===== src/pgc_pkg.sv =====
// Package for the global configuration and factory option block.
// Assumes a single 100 MHz system clock; shared by the top and the release timer.
package pgc_pkg;

	// Register map and serial slave address
	localparam logic [6:0] PGC_DEV_ADDR    = 7'h3C;
	localparam logic [7:0] PGC_CFG1_ADDR   = 8'h00;
	localparam logic [7:0] PGC_WDOG_ADDR   = 8'h01;
	localparam logic [7:0] PGC_SERIAL_ADDR = 8'h58;

	// Field positions of global_config_one
	localparam int PGC_RSVD_BIT   = 7;
	localparam int PGC_BATTERY_LOW_POWER_DOWN_BIT_BIT  = 6;
	localparam int PGC_HYST_LSB   = 4;
	localparam int PGC_HYST_MSB   = 5;
	localparam int PGC_THR_LSB    = 1;
	localparam int PGC_THR_MSB    = 3;
	localparam int PGC_ROUTE_BIT  = 0;

	// Field positions of the watchdog control register
	localparam int PGC_WD_EN_BIT  = 2;
	localparam int PGC_WD_PER_LSB = 0;
	localparam int PGC_WD_PER_MSB = 1;

	// Reset values: fixed bits under mask, the rest come from factory options
	localparam logic [7:0] PGC_CFG1_FIXED_MASK  = 8'h32;
	localparam logic [7:0] PGC_CFG1_FIXED_RESET = 8'h12;
	localparam logic [1:0] PGC_WD_PER_RESET     = 2'h3;
	localparam logic [7:0] PGC_ZERO_BYTE        = 8'h00;

	// Index of each input in the synchroniser vector
	localparam int PGC_SYNC_WIDTH  = 8;
	localparam int PGC_IN_WAKE0    = 0;
	localparam int PGC_IN_WAKE1    = 1;
	localparam int PGC_IN_ADAPTER  = 2;
	localparam int PGC_IN_COVER    = 3;
	localparam int PGC_IN_PWRDN    = 4;
	localparam int PGC_IN_BATT_LOW = 5;
	localparam int PGC_IN_RST_LINE = 6;
	localparam int PGC_IN_SLOW_CLK = 7;
	localparam int PGC_POL_WIDTH   = 5;

	// Reset release delays, in milliseconds as printed, and their cycle counts
	localparam real PGC_CLK_PERIOD_NS = 10.0;
	localparam real PGC_RELEASE_MS_0  = 1.28;
	localparam real PGC_RELEASE_MS_1  = 10.24;
	localparam real PGC_RELEASE_MS_2  = 40.96;
	localparam real PGC_RELEASE_MS_3  = 81.92;
	localparam int  PGC_RELEASE_CYC_0 = int'($ceil(PGC_RELEASE_MS_0 * 1.0e6 / PGC_CLK_PERIOD_NS));
	localparam int  PGC_RELEASE_CYC_1 = int'($ceil(PGC_RELEASE_MS_1 * 1.0e6 / PGC_CLK_PERIOD_NS));
	localparam int  PGC_RELEASE_CYC_2 = int'($ceil(PGC_RELEASE_MS_2 * 1.0e6 / PGC_CLK_PERIOD_NS));
	localparam int  PGC_RELEASE_CYC_3 = int'($ceil(PGC_RELEASE_MS_3 * 1.0e6 / PGC_CLK_PERIOD_NS));
	localparam int  PGC_DELAY_WIDTH   = 24;

	// Release delay codes
	localparam logic [1:0] PGC_DLY_CODE_0 = 2'h0;
	localparam logic [1:0] PGC_DLY_CODE_1 = 2'h1;
	localparam logic [1:0] PGC_DLY_CODE_2 = 2'h2;

	// Release timer states
	typedef enum logic [2:0]
	{
		PGC_TM_IDLE  = 3'b001,
		PGC_TM_HOLD  = 3'b010,
		PGC_TM_COUNT = 3'b100
	} pgc_tm_state_t;

endpackage


===== src/pgc_delay_if.sv =====
// Interface between the configuration top and the reset release timer.
// Assumes both ends run on the system clock.
`timescale 1ns/10ps
`default_nettype none
interface pgc_delay_if;
	logic       hold;       // Reset held by some source
	logic [1:0] delay_code; // Factory release delay selection
	logic       line_low;   // Timer wants the reset line pulled low

	modport ctrl
	(
		output hold,
		output delay_code,
		input  line_low
	);

	modport timer
	(
		input  hold,
		input  delay_code,
		output line_low
	);
endinterface
`default_nettype wire


===== src/pgc_global_config.sv =====
// Global configuration registers and factory option logic of the power manager.
// Assumes the serial protocol engine presents decoded register accesses as
// one-cycle strobes on the system clock; pins arrive asynchronously.
`timescale 1ns/10ps
`default_nettype none
module pgc_global_config
	import pgc_pkg::*;
#(
	parameter logic       OPT_SLOW_CLOCK_OPEN_DRAIN = 1'b0,
	parameter logic       OPT_WAKE_ZERO_ACTIVE_LOW  = 1'b0,
	parameter logic       OPT_WAKE_ONE_ACTIVE_LOW   = 1'b0,
	parameter logic       OPT_ADAPTER_ACTIVE_LOW    = 1'b0,
	parameter logic       OPT_COVER_ACTIVE_LOW      = 1'b0,
	parameter logic       OPT_POWER_DOWN_ACTIVE_LOW = 1'b0,
	parameter logic       OPT_WD_ENABLE_LOCK        = 1'b0,
	parameter logic       OPT_WD_PERIOD_LOCK        = 1'b0,
	parameter logic [1:0] OPT_RELEASE_DELAY         = 2'h0,
	parameter logic       OPT_MANUAL_RESET_REWAKE   = 1'b0,
	parameter logic [7:0] OPT_CFG1_RESET            = 8'h80,
	parameter logic       OPT_WD_ENABLE_RESET       = 1'b0,
	parameter logic [7:0] SERIAL_NUMBER_LOW         = 8'h5A, // Arbitrary value
	parameter int         DELAY_CYC_0               = PGC_RELEASE_CYC_0,
	parameter int         DELAY_CYC_1               = PGC_RELEASE_CYC_1,
	parameter int         DELAY_CYC_2               = PGC_RELEASE_CYC_2,
	parameter int         DELAY_CYC_3               = PGC_RELEASE_CYC_3
)
(
	input  wire logic       i_clk_sys,
	input  wire logic       i_arst_n,
	// Decoded register accesses from the serial engine
	input  wire logic [6:0] i_bus_dev_addr,
	input  wire logic [7:0] i_bus_reg_addr,
	input  wire logic       i_bus_wr,
	input  wire logic       i_bus_rd,
	input  wire logic [7:0] i_bus_wdata,
	output logic [7:0]      o_bus_rdata,
	output logic            o_bus_ack,
	// Raw pins and analog levels
	input  wire logic       i_wake_input_zero,
	input  wire logic       i_wake_input_one,
	input  wire logic       i_adapter_present_input,
	input  wire logic       i_cover_closed_input,
	input  wire logic       i_power_down_input,
	input  wire logic       i_battery_below_threshold,
	input  wire logic       i_slow_clock,
	input  wire logic       i_bidir_reset_line_i,
	output logic            o_bidir_reset_line_o,
	output logic            o_bidir_reset_line_oe,
	output logic            o_slow_clock_output_o,
	output logic            o_slow_clock_output_oe,
	// System events
	input  wire logic       i_reset_request,
	input  wire logic       i_global_shutdown,
	input  wire logic       i_power_off_function,
	input  wire logic       i_manual_reset_shutdown,
	input  wire logic       i_battery_flag_clear,
	// Qualified inputs for the on/off controller
	output logic            o_wake_zero_active,
	output logic            o_wake_one_active,
	output logic            o_adapter_present,
	output logic            o_cover_closed,
	output logic            o_power_down_request,
	// Status and controls
	output logic            o_battery_low_status,
	output logic            o_battery_low_interrupt_flag,
	output logic            o_global_shutdown_request,
	output logic            o_self_wake,
	output logic            o_reset_line_level,
	output logic [1:0]      o_battery_hysteresis,
	output logic [2:0]      o_battery_threshold,
	output logic            o_watchdog_enable,
	output logic [1:0]      o_watchdog_period
);

	typedef struct packed
	{
		logic [PGC_SYNC_WIDTH-1:0] s1;
		logic [PGC_SYNC_WIDTH-1:0] s2;
		logic                      batt_prev;
		logic [7:0]                cfg1;
		logic                      wd_en;
		logic [1:0]                wd_period;
		logic                      batt_flag;
		logic                      shutdown_req;
		logic                      self_wake;
		logic [7:0]                rdata;
		logic                      ack;
		logic [PGC_POL_WIDTH-1:0]  pol;
	} pgc_top_regs_t;

	// Option-dependent reset values are constants of elaboration
	localparam logic [7:0] CFG1_RESET = (PGC_CFG1_FIXED_RESET & PGC_CFG1_FIXED_MASK)
		| (OPT_CFG1_RESET & ~PGC_CFG1_FIXED_MASK);
	localparam logic [PGC_POL_WIDTH-1:0] POL_OPTS = {OPT_POWER_DOWN_ACTIVE_LOW,
		OPT_COVER_ACTIVE_LOW, OPT_ADAPTER_ACTIVE_LOW, OPT_WAKE_ONE_ACTIVE_LOW,
		OPT_WAKE_ZERO_ACTIVE_LOW};
	localparam pgc_top_regs_t TOP_RESET = '{
		s1: '0, s2: '0, batt_prev: 1'b0,
		cfg1: CFG1_RESET,
		wd_en: OPT_WD_ENABLE_RESET,
		wd_period: PGC_WD_PER_RESET,
		batt_flag: 1'b0, shutdown_req: 1'b0, self_wake: 1'b0,
		rdata: PGC_ZERO_BYTE, ack: 1'b0, pol: '0};

	pgc_top_regs_t r;
	pgc_top_regs_t next_r;
	logic [PGC_SYNC_WIDTH-1:0] pins;
	logic                      selected;
	logic                      batt_low;
	logic                      write_cfg1;
	logic                      write_wdog;
	logic                      want_clear;
	logic                      period_ok;

	pgc_delay_if dly ();

	// Release timer for the bidirectional reset line
	pgc_release_timer #(
		.DELAY_CYC_0 (DELAY_CYC_0),
		.DELAY_CYC_1 (DELAY_CYC_1),
		.DELAY_CYC_2 (DELAY_CYC_2),
		.DELAY_CYC_3 (DELAY_CYC_3)
	) u_release_timer (
		.i_clk_sys (i_clk_sys),
		.i_arst_n  (i_arst_n),
		.dly       (dly.timer)
	);

	// Gather asynchronous levels into the synchroniser vector
	always_comb
	begin
		pins                   = '0;
		pins[PGC_IN_WAKE0]     = i_wake_input_zero;
		pins[PGC_IN_WAKE1]     = i_wake_input_one;
		pins[PGC_IN_ADAPTER]   = i_adapter_present_input;
		pins[PGC_IN_COVER]     = i_cover_closed_input;
		pins[PGC_IN_PWRDN]     = i_power_down_input;
		pins[PGC_IN_BATT_LOW]  = i_battery_below_threshold;
		pins[PGC_IN_RST_LINE]  = i_bidir_reset_line_i;
		pins[PGC_IN_SLOW_CLK]  = i_slow_clock;
	end

	// Access decode; other slave addresses belong to other blocks
	assign selected   = (i_bus_dev_addr == PGC_DEV_ADDR);
	assign write_cfg1 = selected && i_bus_wr && (i_bus_reg_addr == PGC_CFG1_ADDR);
	assign write_wdog = selected && i_bus_wr && (i_bus_reg_addr == PGC_WDOG_ADDR);
	assign batt_low   = r.s2[PGC_IN_BATT_LOW];
	assign want_clear = !i_bus_wdata[PGC_WD_EN_BIT];
	// Period lock looks at the enable as it stood before this write
	assign period_ok  = !OPT_WD_PERIOD_LOCK || !r.wd_en;

	// Next-state logic of the whole block
	always_comb
	begin
		next_r           = r;
		next_r.s1        = pins;
		next_r.s2        = r.s1;
		next_r.batt_prev = batt_low;

		// Polarity applied after synchronising; factory bit 1 inverts
		next_r.pol = r.s2[PGC_IN_PWRDN:PGC_IN_WAKE0] ^ POL_OPTS;

		// global_config_one: every bit stored as written
		if (write_cfg1)
			next_r.cfg1 = i_bus_wdata;

		// Watchdog enable: the lock option refuses a clear once set
		if (write_wdog)
		begin
			if (!OPT_WD_ENABLE_LOCK)
				next_r.wd_en = i_bus_wdata[PGC_WD_EN_BIT];
			else if (!(r.wd_en && want_clear))
				next_r.wd_en = i_bus_wdata[PGC_WD_EN_BIT];
			if (period_ok)
				next_r.wd_period = i_bus_wdata[PGC_WD_PER_MSB:PGC_WD_PER_LSB];
		end
		// Shutdown and power-off outrank any enable write in the same cycle; a period write still lands
		if (i_global_shutdown || i_power_off_function)
			next_r.wd_en = 1'b0;

		// Battery flag: a new edge wins over a clear in the same cycle
		if (i_battery_flag_clear)
			next_r.batt_flag = 1'b0;
		if (batt_low && !r.batt_prev)
			next_r.batt_flag = 1'b1;

		// Shutdown request on a rising battery-low edge, only when enabled
		next_r.shutdown_req = batt_low && !r.batt_prev && r.cfg1[PGC_BATTERY_LOW_POWER_DOWN_BIT_BIT];

		// Own wake after a manual-reset shutdown when the option asks for it
		next_r.self_wake = i_manual_reset_shutdown && OPT_MANUAL_RESET_REWAKE;

		// Read data and acknowledge, one cycle after the strobe
		next_r.ack   = selected && (i_bus_wr || i_bus_rd);
		next_r.rdata = PGC_ZERO_BYTE;
		if (selected && i_bus_rd)
		begin
			case (i_bus_reg_addr)
				PGC_CFG1_ADDR:   next_r.rdata = r.cfg1;
				PGC_WDOG_ADDR:
				begin
					next_r.rdata[PGC_WD_EN_BIT]                 = r.wd_en;
					next_r.rdata[PGC_WD_PER_MSB:PGC_WD_PER_LSB] = r.wd_period;
				end
				PGC_SERIAL_ADDR: next_r.rdata = SERIAL_NUMBER_LOW;
				default:         next_r.rdata = PGC_ZERO_BYTE;
			endcase
		end
	end

	// Single state register; factory options are parameters and never written
	always_ff @(posedge i_clk_sys or negedge i_arst_n)
	begin
		if (!i_arst_n)
			r <= TOP_RESET;
		else
			r <= next_r;
	end

	// Reset line held by a request or by a routed low battery
	assign dly.hold       = i_reset_request || (r.cfg1[PGC_ROUTE_BIT] && batt_low);
	assign dly.delay_code = OPT_RELEASE_DELAY;

	// Reset line is open-drain: drive low only
	assign o_bidir_reset_line_o  = 1'b0;
	assign o_bidir_reset_line_oe = dly.line_low;

	// Slow clock stage; open-drain only ever pulls low, so data is fixed at zero
	assign o_slow_clock_output_o  = OPT_SLOW_CLOCK_OPEN_DRAIN ? 1'b0
		: r.s2[PGC_IN_SLOW_CLK];
	assign o_slow_clock_output_oe = OPT_SLOW_CLOCK_OPEN_DRAIN ? !r.s2[PGC_IN_SLOW_CLK]
		: 1'b1;

	// Register-sourced outputs
	assign o_bus_rdata                  = r.rdata;
	assign o_bus_ack                    = r.ack;
	assign o_wake_zero_active           = r.pol[PGC_IN_WAKE0];
	assign o_wake_one_active            = r.pol[PGC_IN_WAKE1];
	assign o_adapter_present            = r.pol[PGC_IN_ADAPTER];
	assign o_cover_closed               = r.pol[PGC_IN_COVER];
	assign o_power_down_request         = r.pol[PGC_IN_PWRDN];
	assign o_battery_low_status         = batt_low;
	assign o_battery_low_interrupt_flag = r.batt_flag;
	assign o_global_shutdown_request    = r.shutdown_req;
	assign o_self_wake                  = r.self_wake;
	assign o_reset_line_level           = r.s2[PGC_IN_RST_LINE];
	assign o_battery_hysteresis         = r.cfg1[PGC_HYST_MSB:PGC_HYST_LSB];
	assign o_battery_threshold          = r.cfg1[PGC_THR_MSB:PGC_THR_LSB];
	assign o_watchdog_enable            = r.wd_en;
	assign o_watchdog_period            = r.wd_period;

endmodule
`default_nettype wire


===== src/pgc_release_timer.sv =====
// Reset release timer: keeps the reset line low while held, then for the chosen delay.
// Assumes hold is a synchronous level on the system clock.
`timescale 1ns/10ps
`default_nettype none
module pgc_release_timer
	import pgc_pkg::*;
#(
	parameter int DELAY_CYC_0 = PGC_RELEASE_CYC_0,
	parameter int DELAY_CYC_1 = PGC_RELEASE_CYC_1,
	parameter int DELAY_CYC_2 = PGC_RELEASE_CYC_2,
	parameter int DELAY_CYC_3 = PGC_RELEASE_CYC_3
)
(
	input  wire logic    i_clk_sys,
	input  wire logic    i_arst_n,
	pgc_delay_if.timer   dly
);

	typedef struct packed
	{
		pgc_tm_state_t              state;
		logic [PGC_DELAY_WIDTH-1:0] count;
		logic                       low;
	} pgc_tm_regs_t;

	localparam pgc_tm_regs_t TM_RESET = '{state: PGC_TM_HOLD, count: '0, low: 1'b1};

	pgc_tm_regs_t r;
	pgc_tm_regs_t next_r;
	logic [PGC_DELAY_WIDTH-1:0] load_value;

	// Delay chosen by the factory code; counted down after the hold drops
	always_comb
	begin
		case (dly.delay_code)
			PGC_DLY_CODE_0: load_value = PGC_DELAY_WIDTH'(DELAY_CYC_0 - 1);
			PGC_DLY_CODE_1: load_value = PGC_DELAY_WIDTH'(DELAY_CYC_1 - 1);
			PGC_DLY_CODE_2: load_value = PGC_DELAY_WIDTH'(DELAY_CYC_2 - 1);
			default:        load_value = PGC_DELAY_WIDTH'(DELAY_CYC_3 - 1);
		endcase
	end

	// Any new hold restarts the full delay, so short glitches cannot shorten it
	always_comb
	begin
		next_r = r;
		case (r.state)
			PGC_TM_IDLE:
			begin
				if (dly.hold)
				begin
					next_r.state = PGC_TM_HOLD;
					next_r.low   = 1'b1;
				end
			end
			PGC_TM_HOLD:
			begin
				next_r.low = 1'b1;
				if (!dly.hold)
				begin
					next_r.state = PGC_TM_COUNT;
					next_r.count = load_value;
				end
			end
			PGC_TM_COUNT:
			begin
				if (dly.hold)
				begin
					next_r.state = PGC_TM_HOLD;
				end
				else if (r.count == '0)
				begin
					next_r.state = PGC_TM_IDLE;
					next_r.low   = 1'b0;
				end
				else
				begin
					next_r.count = r.count - 1'b1;
				end
			end
			default:
			begin
				next_r = TM_RESET;
			end
		endcase
	end

	// State register; the line stays low through reset and the whole delay
	always_ff @(posedge i_clk_sys or negedge i_arst_n)
	begin
		if (!i_arst_n)
			r <= TM_RESET;
		else
			r <= next_r;
	end

	assign dly.line_low = r.low;

endmodule
`default_nettype wire


===== config.mk =====
export PLATFORM = sky130hd
export DESIGN_NAME = pgc_global_config
export DESIGN_NICKNAME = d
export VERILOG_FILES = /design/src/pgc_pkg.sv /design/src/pgc_delay_if.sv /design/src/pgc_global_config.sv /design/src/pgc_release_timer.sv
export SDC_FILE = /design/constraint.sdc
export NUM_CORES = 1
export LEC_CHECK = 0
export BUFFER_PORTS_ARGS = -buffer_cell sky130_fd_sc_hd__buf_2
export CORE_MARGIN = 3
export CORE_UTILIZATION = 40
export DETAILED_ROUTE_END_ITERATION = 8
export PLACE_DENSITY = 0.65
export SYNTH_ARGS = -nofsm -noshare
export SYNTH_HDL_FRONTEND = slang
export SYNTH_SLANG_ARGS = --single-unit

===== constraint.sdc =====
create_clock -name i_clk_sys -period 2.5 [get_ports i_clk_sys]
set_input_delay 0.125 -clock i_clk_sys [delete_from_list [all_inputs] [get_ports i_clk_sys]]
set_output_delay 0.125 -clock i_clk_sys [all_outputs]
set_load 0.01 [all_outputs]

# Word level (Yosys, flattened, before mapping)

Index checks and enable logic that the tools add are counted.

Bits of input ports: 40
Latch bits: 0
RAM bits: 0
Bits in registers: 72
Memory bits (read-only): 0
Memories: 0

Order comparisons: 0
Reduce and logical (&&, ||, !) cells: 19
Divide/modulo/power cells: 0
Shifts and indexed selects: 0
Bitwise gates (word level): 1
Equal/unequal tests: 12
Add/sub/neg operators: 1
Muxes and demuxes: 18
Multipliers: 0

Operators with widths:

| kind                                                   | number |
|---|---|
| case mux 24 bit (3 select lines)                       | 1 |
| two-way mux 27 bit                                     | 1 |
| two-way mux 25 bit                                     | 1 |
| zero test 24 bit                                       | 1 |
| two-way mux 24 bit                                     | 1 |
| subtractor 24 x 1 -> 24 bit (second input constant)    | 1 |
| case mux 3 bit (3 select lines)                        | 2 |
| two-way mux 3 bit                                      | 4 |
| case mux 5 bit (2 select lines)                        | 1 |
| == test 8 x 1 -> 1 bit (second input constant)         | 1 |
| == test 8 x 7 -> 1 bit (second input constant)         | 1 |
| logical AND 1 bit                                      | 8 |
| zero test 8 bit                                        | 1 |
| two-way mux 8 bit                                      | 1 |
| == test 7 x 6 -> 1 bit (second input constant)         | 1 |
| inequality test 2 bit (second input constant)          | 3 |
| AND reduction 3 bit                                    | 2 |
| two-way mux 1 bit                                      | 5 |
| inequality test 2 x 1 -> 1 bit (second input constant) | 2 |
| AND reduction 4 bit                                    | 1 |
| nonzero test 2 bit                                     | 2 |
| == test 3 x 1 -> 1 bit (second input constant)         | 1 |
| == test 3 x 2 -> 1 bit (second input constant)         | 1 |
| == test 3 bit (second input constant)                  | 1 |
| other kinds (5)                                        | 7 |

# Logic depth before layout (Yosys ltp)

Gate-level depths: netlist (run 1).

Depth in word-level cells: 5
Gate-level depth with buffers: 8
Gate-level depth less buffers: 7

# By module

From an unflattened synthesis (run 1), not the netlist that was laid out.

Cells, all modules: 331
Area total of the unflattened synthesis: 3,550.9 µm²

By module, submodules not included:

| module            | times used | cells each | area each (µm²) |
|---|---|---|---|
| pgc_release_timer | 1          | 218        | 1,879.3 |
| pgc_global_config | 1          | 113        | 1,671.6 |

# Worst setup path after synthesis (run 1)

OpenSTA, ideal clock, no wires.

Kind: reg2reg
From: register u_release_timer.r[18] in the netlist's numbering
To: register u_release_timer.r[2] in the netlist's numbering
Period minus slack after synthesis: 2,098 ps
Arrival: 1,972 ps
Setup slack: 402 ps
Stages on the path, launching flop included: 8
Buffers on the path: 2
Path through: dfrtp_1 -> or4_1 -> buf_2 -> nor4_4 -> nand4_4 -> and2_4 -> buf_6 -> o32a_1

Longest elaborated chain between the ends: 3

Ends and longest elaborated chain:

| what                            | RTL line                | source |
|---|---|---|
| from (decl)                     | pgc_release_timer.sv:28 | `pgc_tm_regs_t r;` |
| from (signal assigned)          | pgc_release_timer.sv:94 | `r <= next_r;` |
| zero test 24 bit                | pgc_release_timer.sv:71 | `else if (r.count == '0)` |
| inequality test 2 bit (no line) | --                      |  |
| AND reduction 4 bit (no line)   | --                      |  |

Every way passes these cells.
A chain may end at the register's enable or synchronous reset.

# Worst setup path in the final report (run 1)

From: register u_release_timer.r[18] in the netlist's numbering
To: register u_release_timer.r[16] in the netlist's numbering

Same word-level chain as after synthesis.

==> results of run 1 <==
-- power by group --
group | internal, mW | total, mW | switching (mW)
clock network | 0.481 | 0.973 | 0.492
logic | 0.234 | 0.533 | 0.300
registers | 1.27 | 1.40 | 0.129
-- path summary, 6_finish.rpt --
| path | depth (start not counted) | start | to | slack [ns] |
|---|---|---|---|---|
| min reg2reg | 0 | next_r[30] | next_r[1] | 0.35 |
| min in group asynchronous | 2 | i_arst_n | o_battery_threshold[2] | 0.40 |
| max | 5 | u_release_timer.r[18] | u_release_timer.r[16] | 0.25 |
| min | 3 | i_reset_request | u_release_timer.r[26] | 0.03 |
| max in group asynchronous | 3 | i_arst_n | u_release_timer.r[26] | 1.38 |
| max reg2reg | 5 | u_release_timer.r[18] | u_release_timer.r[16] | 0.25 |
-- stage by stage --
step                total power [mW]  instances  utilization
finish                          2.91        501        0.526
global route                    3.08        501        0.526
CTS                             2.94        501        0.526
detailed placement              1.92        463        0.472
global placement                1.91        463        0.472
floorplan                       1.75        312            -
-- area by class of cell --
| type | instances | area, um^2 | area share |
|---|---|---|---|
| timing repair buffer | 102 | 668 | 0.159 |
| clock buffer | 9 | 124 | 0.0296 |
| inverter | 6 | 22.5 | 0.00538 |
| sequential | 72 | 1810 | 0.432 |
| multi-input combinational | 203 | 1350 | 0.323 |
| clock inverter | 7 | 85.1 | 0.0203 |
| tap | 102 | 128 | 0.0305 |
-- synth_stat cells, drive strengths merged (7+ instances only) --
master	n
dfrtp	65
buf	27
a21oi	22
nor2	20
nand2	18
o21ai	11
mux2	10
nor3	10
a31oi	8
o22ai	8
dfstp	7
-- worst reg2reg max path, delay by kind of cell (launching register included) --
| kind | cells | cell delay (ns) |
|---|---|---|
| compound gates | 2 | 0.31 |
| flops | 1 | 0.42 |
| simple gates | 3 | 1.45 |
-- metal layers --
layer | track usage | wire length [um] | vias up
li1 | - | - | 1302
met4 | 0.0639 | 121 | 0
met5 | 0 | 0 | -
met3 | 0.0493 | 345 | 13
met2 | 0.275 | 3870 | 75
met1 | 0.216 | 3440 | 1332
-- sequential cells by signal (all words and copies together) (netlist names) --
| signal | cells |
|---|---|
| u_release_timer.r | 27 |
| next_r | 13 |
| o_bus_rdata | 8 |
| r | 4 |
| o_battery_threshold | 3 |
| o_battery_hysteresis | 2 |
| o_watchdog_period | 2 |
| o_adapter_present | 1 |
| o_battery_low_interrupt_flag | 1 |
| o_battery_low_status | 1 |
| o_bus_ack | 1 |
| o_cover_closed | 1 |
| o_global_shutdown_request | 1 |
| o_power_down_request | 1 |
| o_reset_line_level | 1 |
| o_slow_clock_output_o | 1 |
| o_wake_one_active | 1 |
| o_wake_zero_active | 1 |
| o_watchdog_enable | 1 |
| u_release_timer.dly.line_low | 1 |
-- kinds of logic after synthesis --
logic type,share of synthesized area
flops,0.535
mux,0.0363
simple gates,0.176
fa+ha+maj,0.00740
buf+inv,0.0662
other cells,0.00222
compound gates,0.176
==> results.cfg, run 1 <==
[synthesis]
synth-seq-cells = 72
syn_inst = 311
yosys_warnings = 0
syn_area_per_cell_um2 = 10.9
synth_edf_count = 0
syn-cell-area_mm2 = 0.00338
synth-async-reset-ratio = 1.00
ys.flop_type = dfrtp_1
synth_cell_types = 59
synth_area_leader_cell = dfrtp_1
yosysSeqAreaShare = 0.535
yosysTopAreaCellShare = 0.481
synthTopCellsByArea = dfrtp_1 (48%), dfstp_2 (5.4%), buf_4 (4.0%)

[setup_path]
path_class = reg -> reg
path_buf_inv = 0
critPathMaxFanout = 6
path_cells = or4_1, nor4_4, and3_1, o311ai_1, a2bb2oi_1
start_kind = register
cpPeakStageDelay_ns = 0.68
critical_path.top_delay_family = simple AND/OR/NAND/NOR gates
cp_slowest_cell = or4_1
arrival_ns = 2.53
end_kind = register
required_ns = 2.78

[global_routing]
grt_pass1_vias = 2691
grt_antenna_before_repair = 0
grt_usage = 0.170
grt_pass1_wl_um = 13100
overflow = 0
grt_max_degree = 40

[route]
drcViolationCount = 0
drt_iter0_markers = 182
dr.pass1.iters = 4
wl_um = 7780
ant_nets = 0
vias_per_cell = 5.43
vias = 2722
drt-wirelength-per-cell_um = 15.5

[outcome]
status = finished, final reports clean

[sta]
fin_ws_ns = 0.251
rsz0062_at_grt = false
final_hold_viol_count = 0
hold_ws_ns = 0.0279
skew_ns = 0.00795
tns_ns = 0
worst_pin_slew_ns = 0.794
finalSetupViolations = 0
min_period_ns = 2.25
fmax_ghz = 0.445
fin_crit_sh = 0.900
slew_viol_final = 0
timing.slew.headroom = 0.471

[clocking]
cts_buffer_depth = 2
cts_resized = 0
clock_latency_ns = 0.36
cts_made_buffers = 9
cts.htree.levels = 3
cts_root_buffer = clkbuf_8
cts_tree = yes
cts.sinks = 72
cts_setup_buffers = 0
clk_pin_slew_ns = 0.08
cts_hold_buf = 22

[floorplan]
die-area_mm2 = 0.00959
num_rows = 32
core_area_mm2 = 0.00797
die_h_um = 98.0
die_w_um = 98.0
io_pins = 71
start_util = 0.424

[final_layout]
fill_cells = 713
fin_area_mm2 = 0.00419
area_growth_syn_to_layout_pct = 23.9
num-nets-final = 436
final_cell_mix = buf_2 (66), dfrtp_1 (65), a21oi_1 (22), dlygate4sd3_1 (22), nor2_1 (20)
layout_commonest_cell = buf_2
drive_gt1_frac = 0.313
n_antenna_cell = 0

[placed_design]
io_buffers = 66
place_area_mm2 = 0.00376
dp_slack_ns = 0.258
place.gp.congestion = 0.866
dp_hpwl_um = 5360

[min_path]
min_path_type = in -> reg

[power_and_ir_drop]
ir_worst_vdd_mv = 0.429
power_density_mw_per_mm2 = 694
leakage_nw = 1.91

[run]
cap_viol_max_count = 0
Power figures use the tool's default switching activity.
==> run 2: changes to the inputs <==
--- a/config.mk
+++ b/config.mk
@@ -7,9 +7,10 @@
 export LEC_CHECK = 0
 export BUFFER_PORTS_ARGS = -buffer_cell sky130_fd_sc_hd__buf_2
 export CORE_MARGIN = 3
-export CORE_UTILIZATION = 40
+export CORE_UTILIZATION = 43
+export CTS_CLUSTER_SIZE = 8
 export DETAILED_ROUTE_END_ITERATION = 8
-export PLACE_DENSITY = 0.65
+export PLACE_DENSITY = 0.69
 export SYNTH_ARGS = -nofsm -noshare
 export SYNTH_HDL_FRONTEND = slang
 export SYNTH_SLANG_ARGS = --single-unit
==> run 2 against run 1 <==
Against the previous run: non-clock buffer count shrank 11; hold slack lost 0.013 ns; cell area shrank 1.9%; final cell count shrank 2.8%; core utilization grew 2.6 points; critical path type unchanged; maximum frequency shrank 1.7%; via count shrank 2.5%; combinational power shrank 4%; total power grew 2.5%; highest routed layer unchanged; critical path depth is the same.
==> results.cfg, run 2 (synthesis results as in run 1) <==
[global_routing]
overflow = 0
grt_usage = 0.181
grt_antenna_before_repair = 0
grt_pass1_wl_um = 12700
grt_max_degree = 60
grt_pass1_vias = 2602

[final_layout]
regArea_mm2 = 0.00181
largest_reg_flops = 27
fill_cells = 649
layout_commonest_cell = buf_2
num-nets-final = 425
drive_gt1_frac = 0.314
final_cell_mix = buf_2 (66), dfrtp_1 (65), a21oi_1 (22)
n_antenna_cell = 0
multi_input_area_mm2 = 0.00135
largest_register = u_release_timer.r
area_growth_syn_to_layout_pct = 21.5

[power_and_ir_drop]
pwr-share-comb = 0.173
p_switching_uw = 902
seqPwrFrac = 0.471
power_density_mw_per_mm2 = 725
ir_worst_vdd_mv = 0.504
swShare = 0.303
internal_power_mw = 2.08
leakage_nw = 1.88
clockPowerShare = 0.356

[setup_path]
critPathMaxFanout = 6
cpPeakStageDelay_ns = 0.68
cp_slowest_cell = or4_1
crit_cells = 5
end_kind = register
path_cells = or4_1, nor4_4, and3_1, o311ai_1, a2bb2oi_1
r2r_start = u_release_timer.r[18]
reg2reg_slack_ns = 0.21
required_ns = 2.76
critical_path.top_delay_family = simple AND/OR/NAND/NOR gates
arrival_ns = 2.55
path_buf_inv = 0
path_class = reg -> reg
ff2ff_path_depth = 5
start_kind = register
setup.worst_path.start = u_release_timer.r[18]

[route]
wl_um = 7520
routed.top_layer = met4
vias_per_cell = 5.45
drt_iter0_markers = 159
ant_nets = 0
vias = 2654
dr.pass1.iters = 4
met3_length_um = 319
drcViolationCount = 0
drt-wirelength-per-cell_um = 15.4
drt-met1-wl_um = 3300
wl_met2_um = 3830

[sta]
fin_ws_ns = 0.212
min_period_ns = 2.29
worst_pin_slew_ns = 0.824
fmax_ghz = 0.437
fin_crit_sh = 0.915
tns_ns = 0
finalSetupViolations = 0
rsz0062_at_grt = false
skew_ns = 0.0102
final_hold_viol_count = 0
slew_viol_final = 0
timing.slew.headroom = 0.451

[floorplan]
core_area_mm2 = 0.00745
die-area_mm2 = 0.00897
die_h_um = 94.7
start_util = 0.454
die_w_um = 94.7
io_pins = 71
num_rows = 31

[clocking]
clk_pin_slew_ns = 0.09
cts_resized = 0
cts_made_buffers = 9
cts.htree.levels = 3
clock_latency_ns = 0.34
cts_tree = yes
cts.sinks = 72
cts_buffer_depth = 2
cts_root_buffer = clkbuf_8

[placed_design]
io_buffers = 66
dp_slack_ns = 0.267
dp_hpwl_um = 5180
place.gp.congestion = 0.789

[min_path]
whs_path_depth = 2
worstHoldStart = i_bus_wdata[7]
min_path_type = in -> reg

[run]
cap_viol_max_count = 0

[outcome]
status = finished, final reports clean
[run 2: changes by cell type in the layout (fill, tap and decap cells not counted), sizes merged]
cell	before	now
buf	80	77
bufinv	1	2
clkinv	0	2
clkinvlp	2	0
dlygate4sd3	22	14
inv	10	9
[run 2: power groups by stage]
stage	Combinational, mW	Sequential (mW)	Clock, mW
2_1_floorplan	0.374	1.38	0
3_3_place_gp	0.485	1.41	0
3_5_place_dp	0.496	1.41	0
4_1_cts	0.512	1.40	1.09
5_1_grt	0.576	1.42	1.16
6_report	0.514	1.40	1.06
[run 2: worst reg2reg max path: stages, from the launching register on]
cell and delay, ns:
dfrtp_1 0.41, or4_1 0.68, nor4_4 0.40, and3_1 0.39, o311ai_1 0.16, a2bb2oi_1 0.16
[run 2: final cells by class]
| class | instances | area share |
|---|---|---|
| flip-flops and latches | 72 | 0.441 |
| multi-input cells | 203 | 0.329 |
| repair buffers | 91 | 0.138 |
| clock buffers | 9 | 0.0301 |
| well taps | 99 | 0.0301 |
| clock inverters | 7 | 0.0271 |
| inverters | 6 | 0.00548 |
[run 2: timing repair]
action | CTS | global route
buffers inserted | 0 | 0
hold endpoints to repair | 25 | 0
hold buffers | 14 | 0
[run 2: layer usage]
layer,global-route usage,up-vias
met1,0.239,1277
met5,0,-
met2,0.293,75
met3,0.0295,8
li1,-,1294
met4,0.0805,0
[run 2: path summary, 6_finish.rpt]
path | end
setup / recovery | u_release_timer.r[16]
max in group asynchronous | u_release_timer.dly.line_low
hold reg to reg | next_r[0]
hold / removal | r[27]
setup reg to reg | u_release_timer.r[16]
min in group asynchronous | o_bus_rdata[1]
[run 2: through the flow]
stage          std cells  total power, mW  utilization  cell area (um^2)  hold slack [ns]
2_1_floorplan        312             1.75            -              3390           -0.171
3_3_place_gp         457             1.90        0.501              3730           0.0417
3_5_place_dp         457             1.91        0.501              3730           0.0499
4_1_cts              487             3.00        0.552              4110         0.000383
5_1_grt              487             3.16        0.552              4110          0.00738
6_report             487             2.98        0.552              4110           0.0145
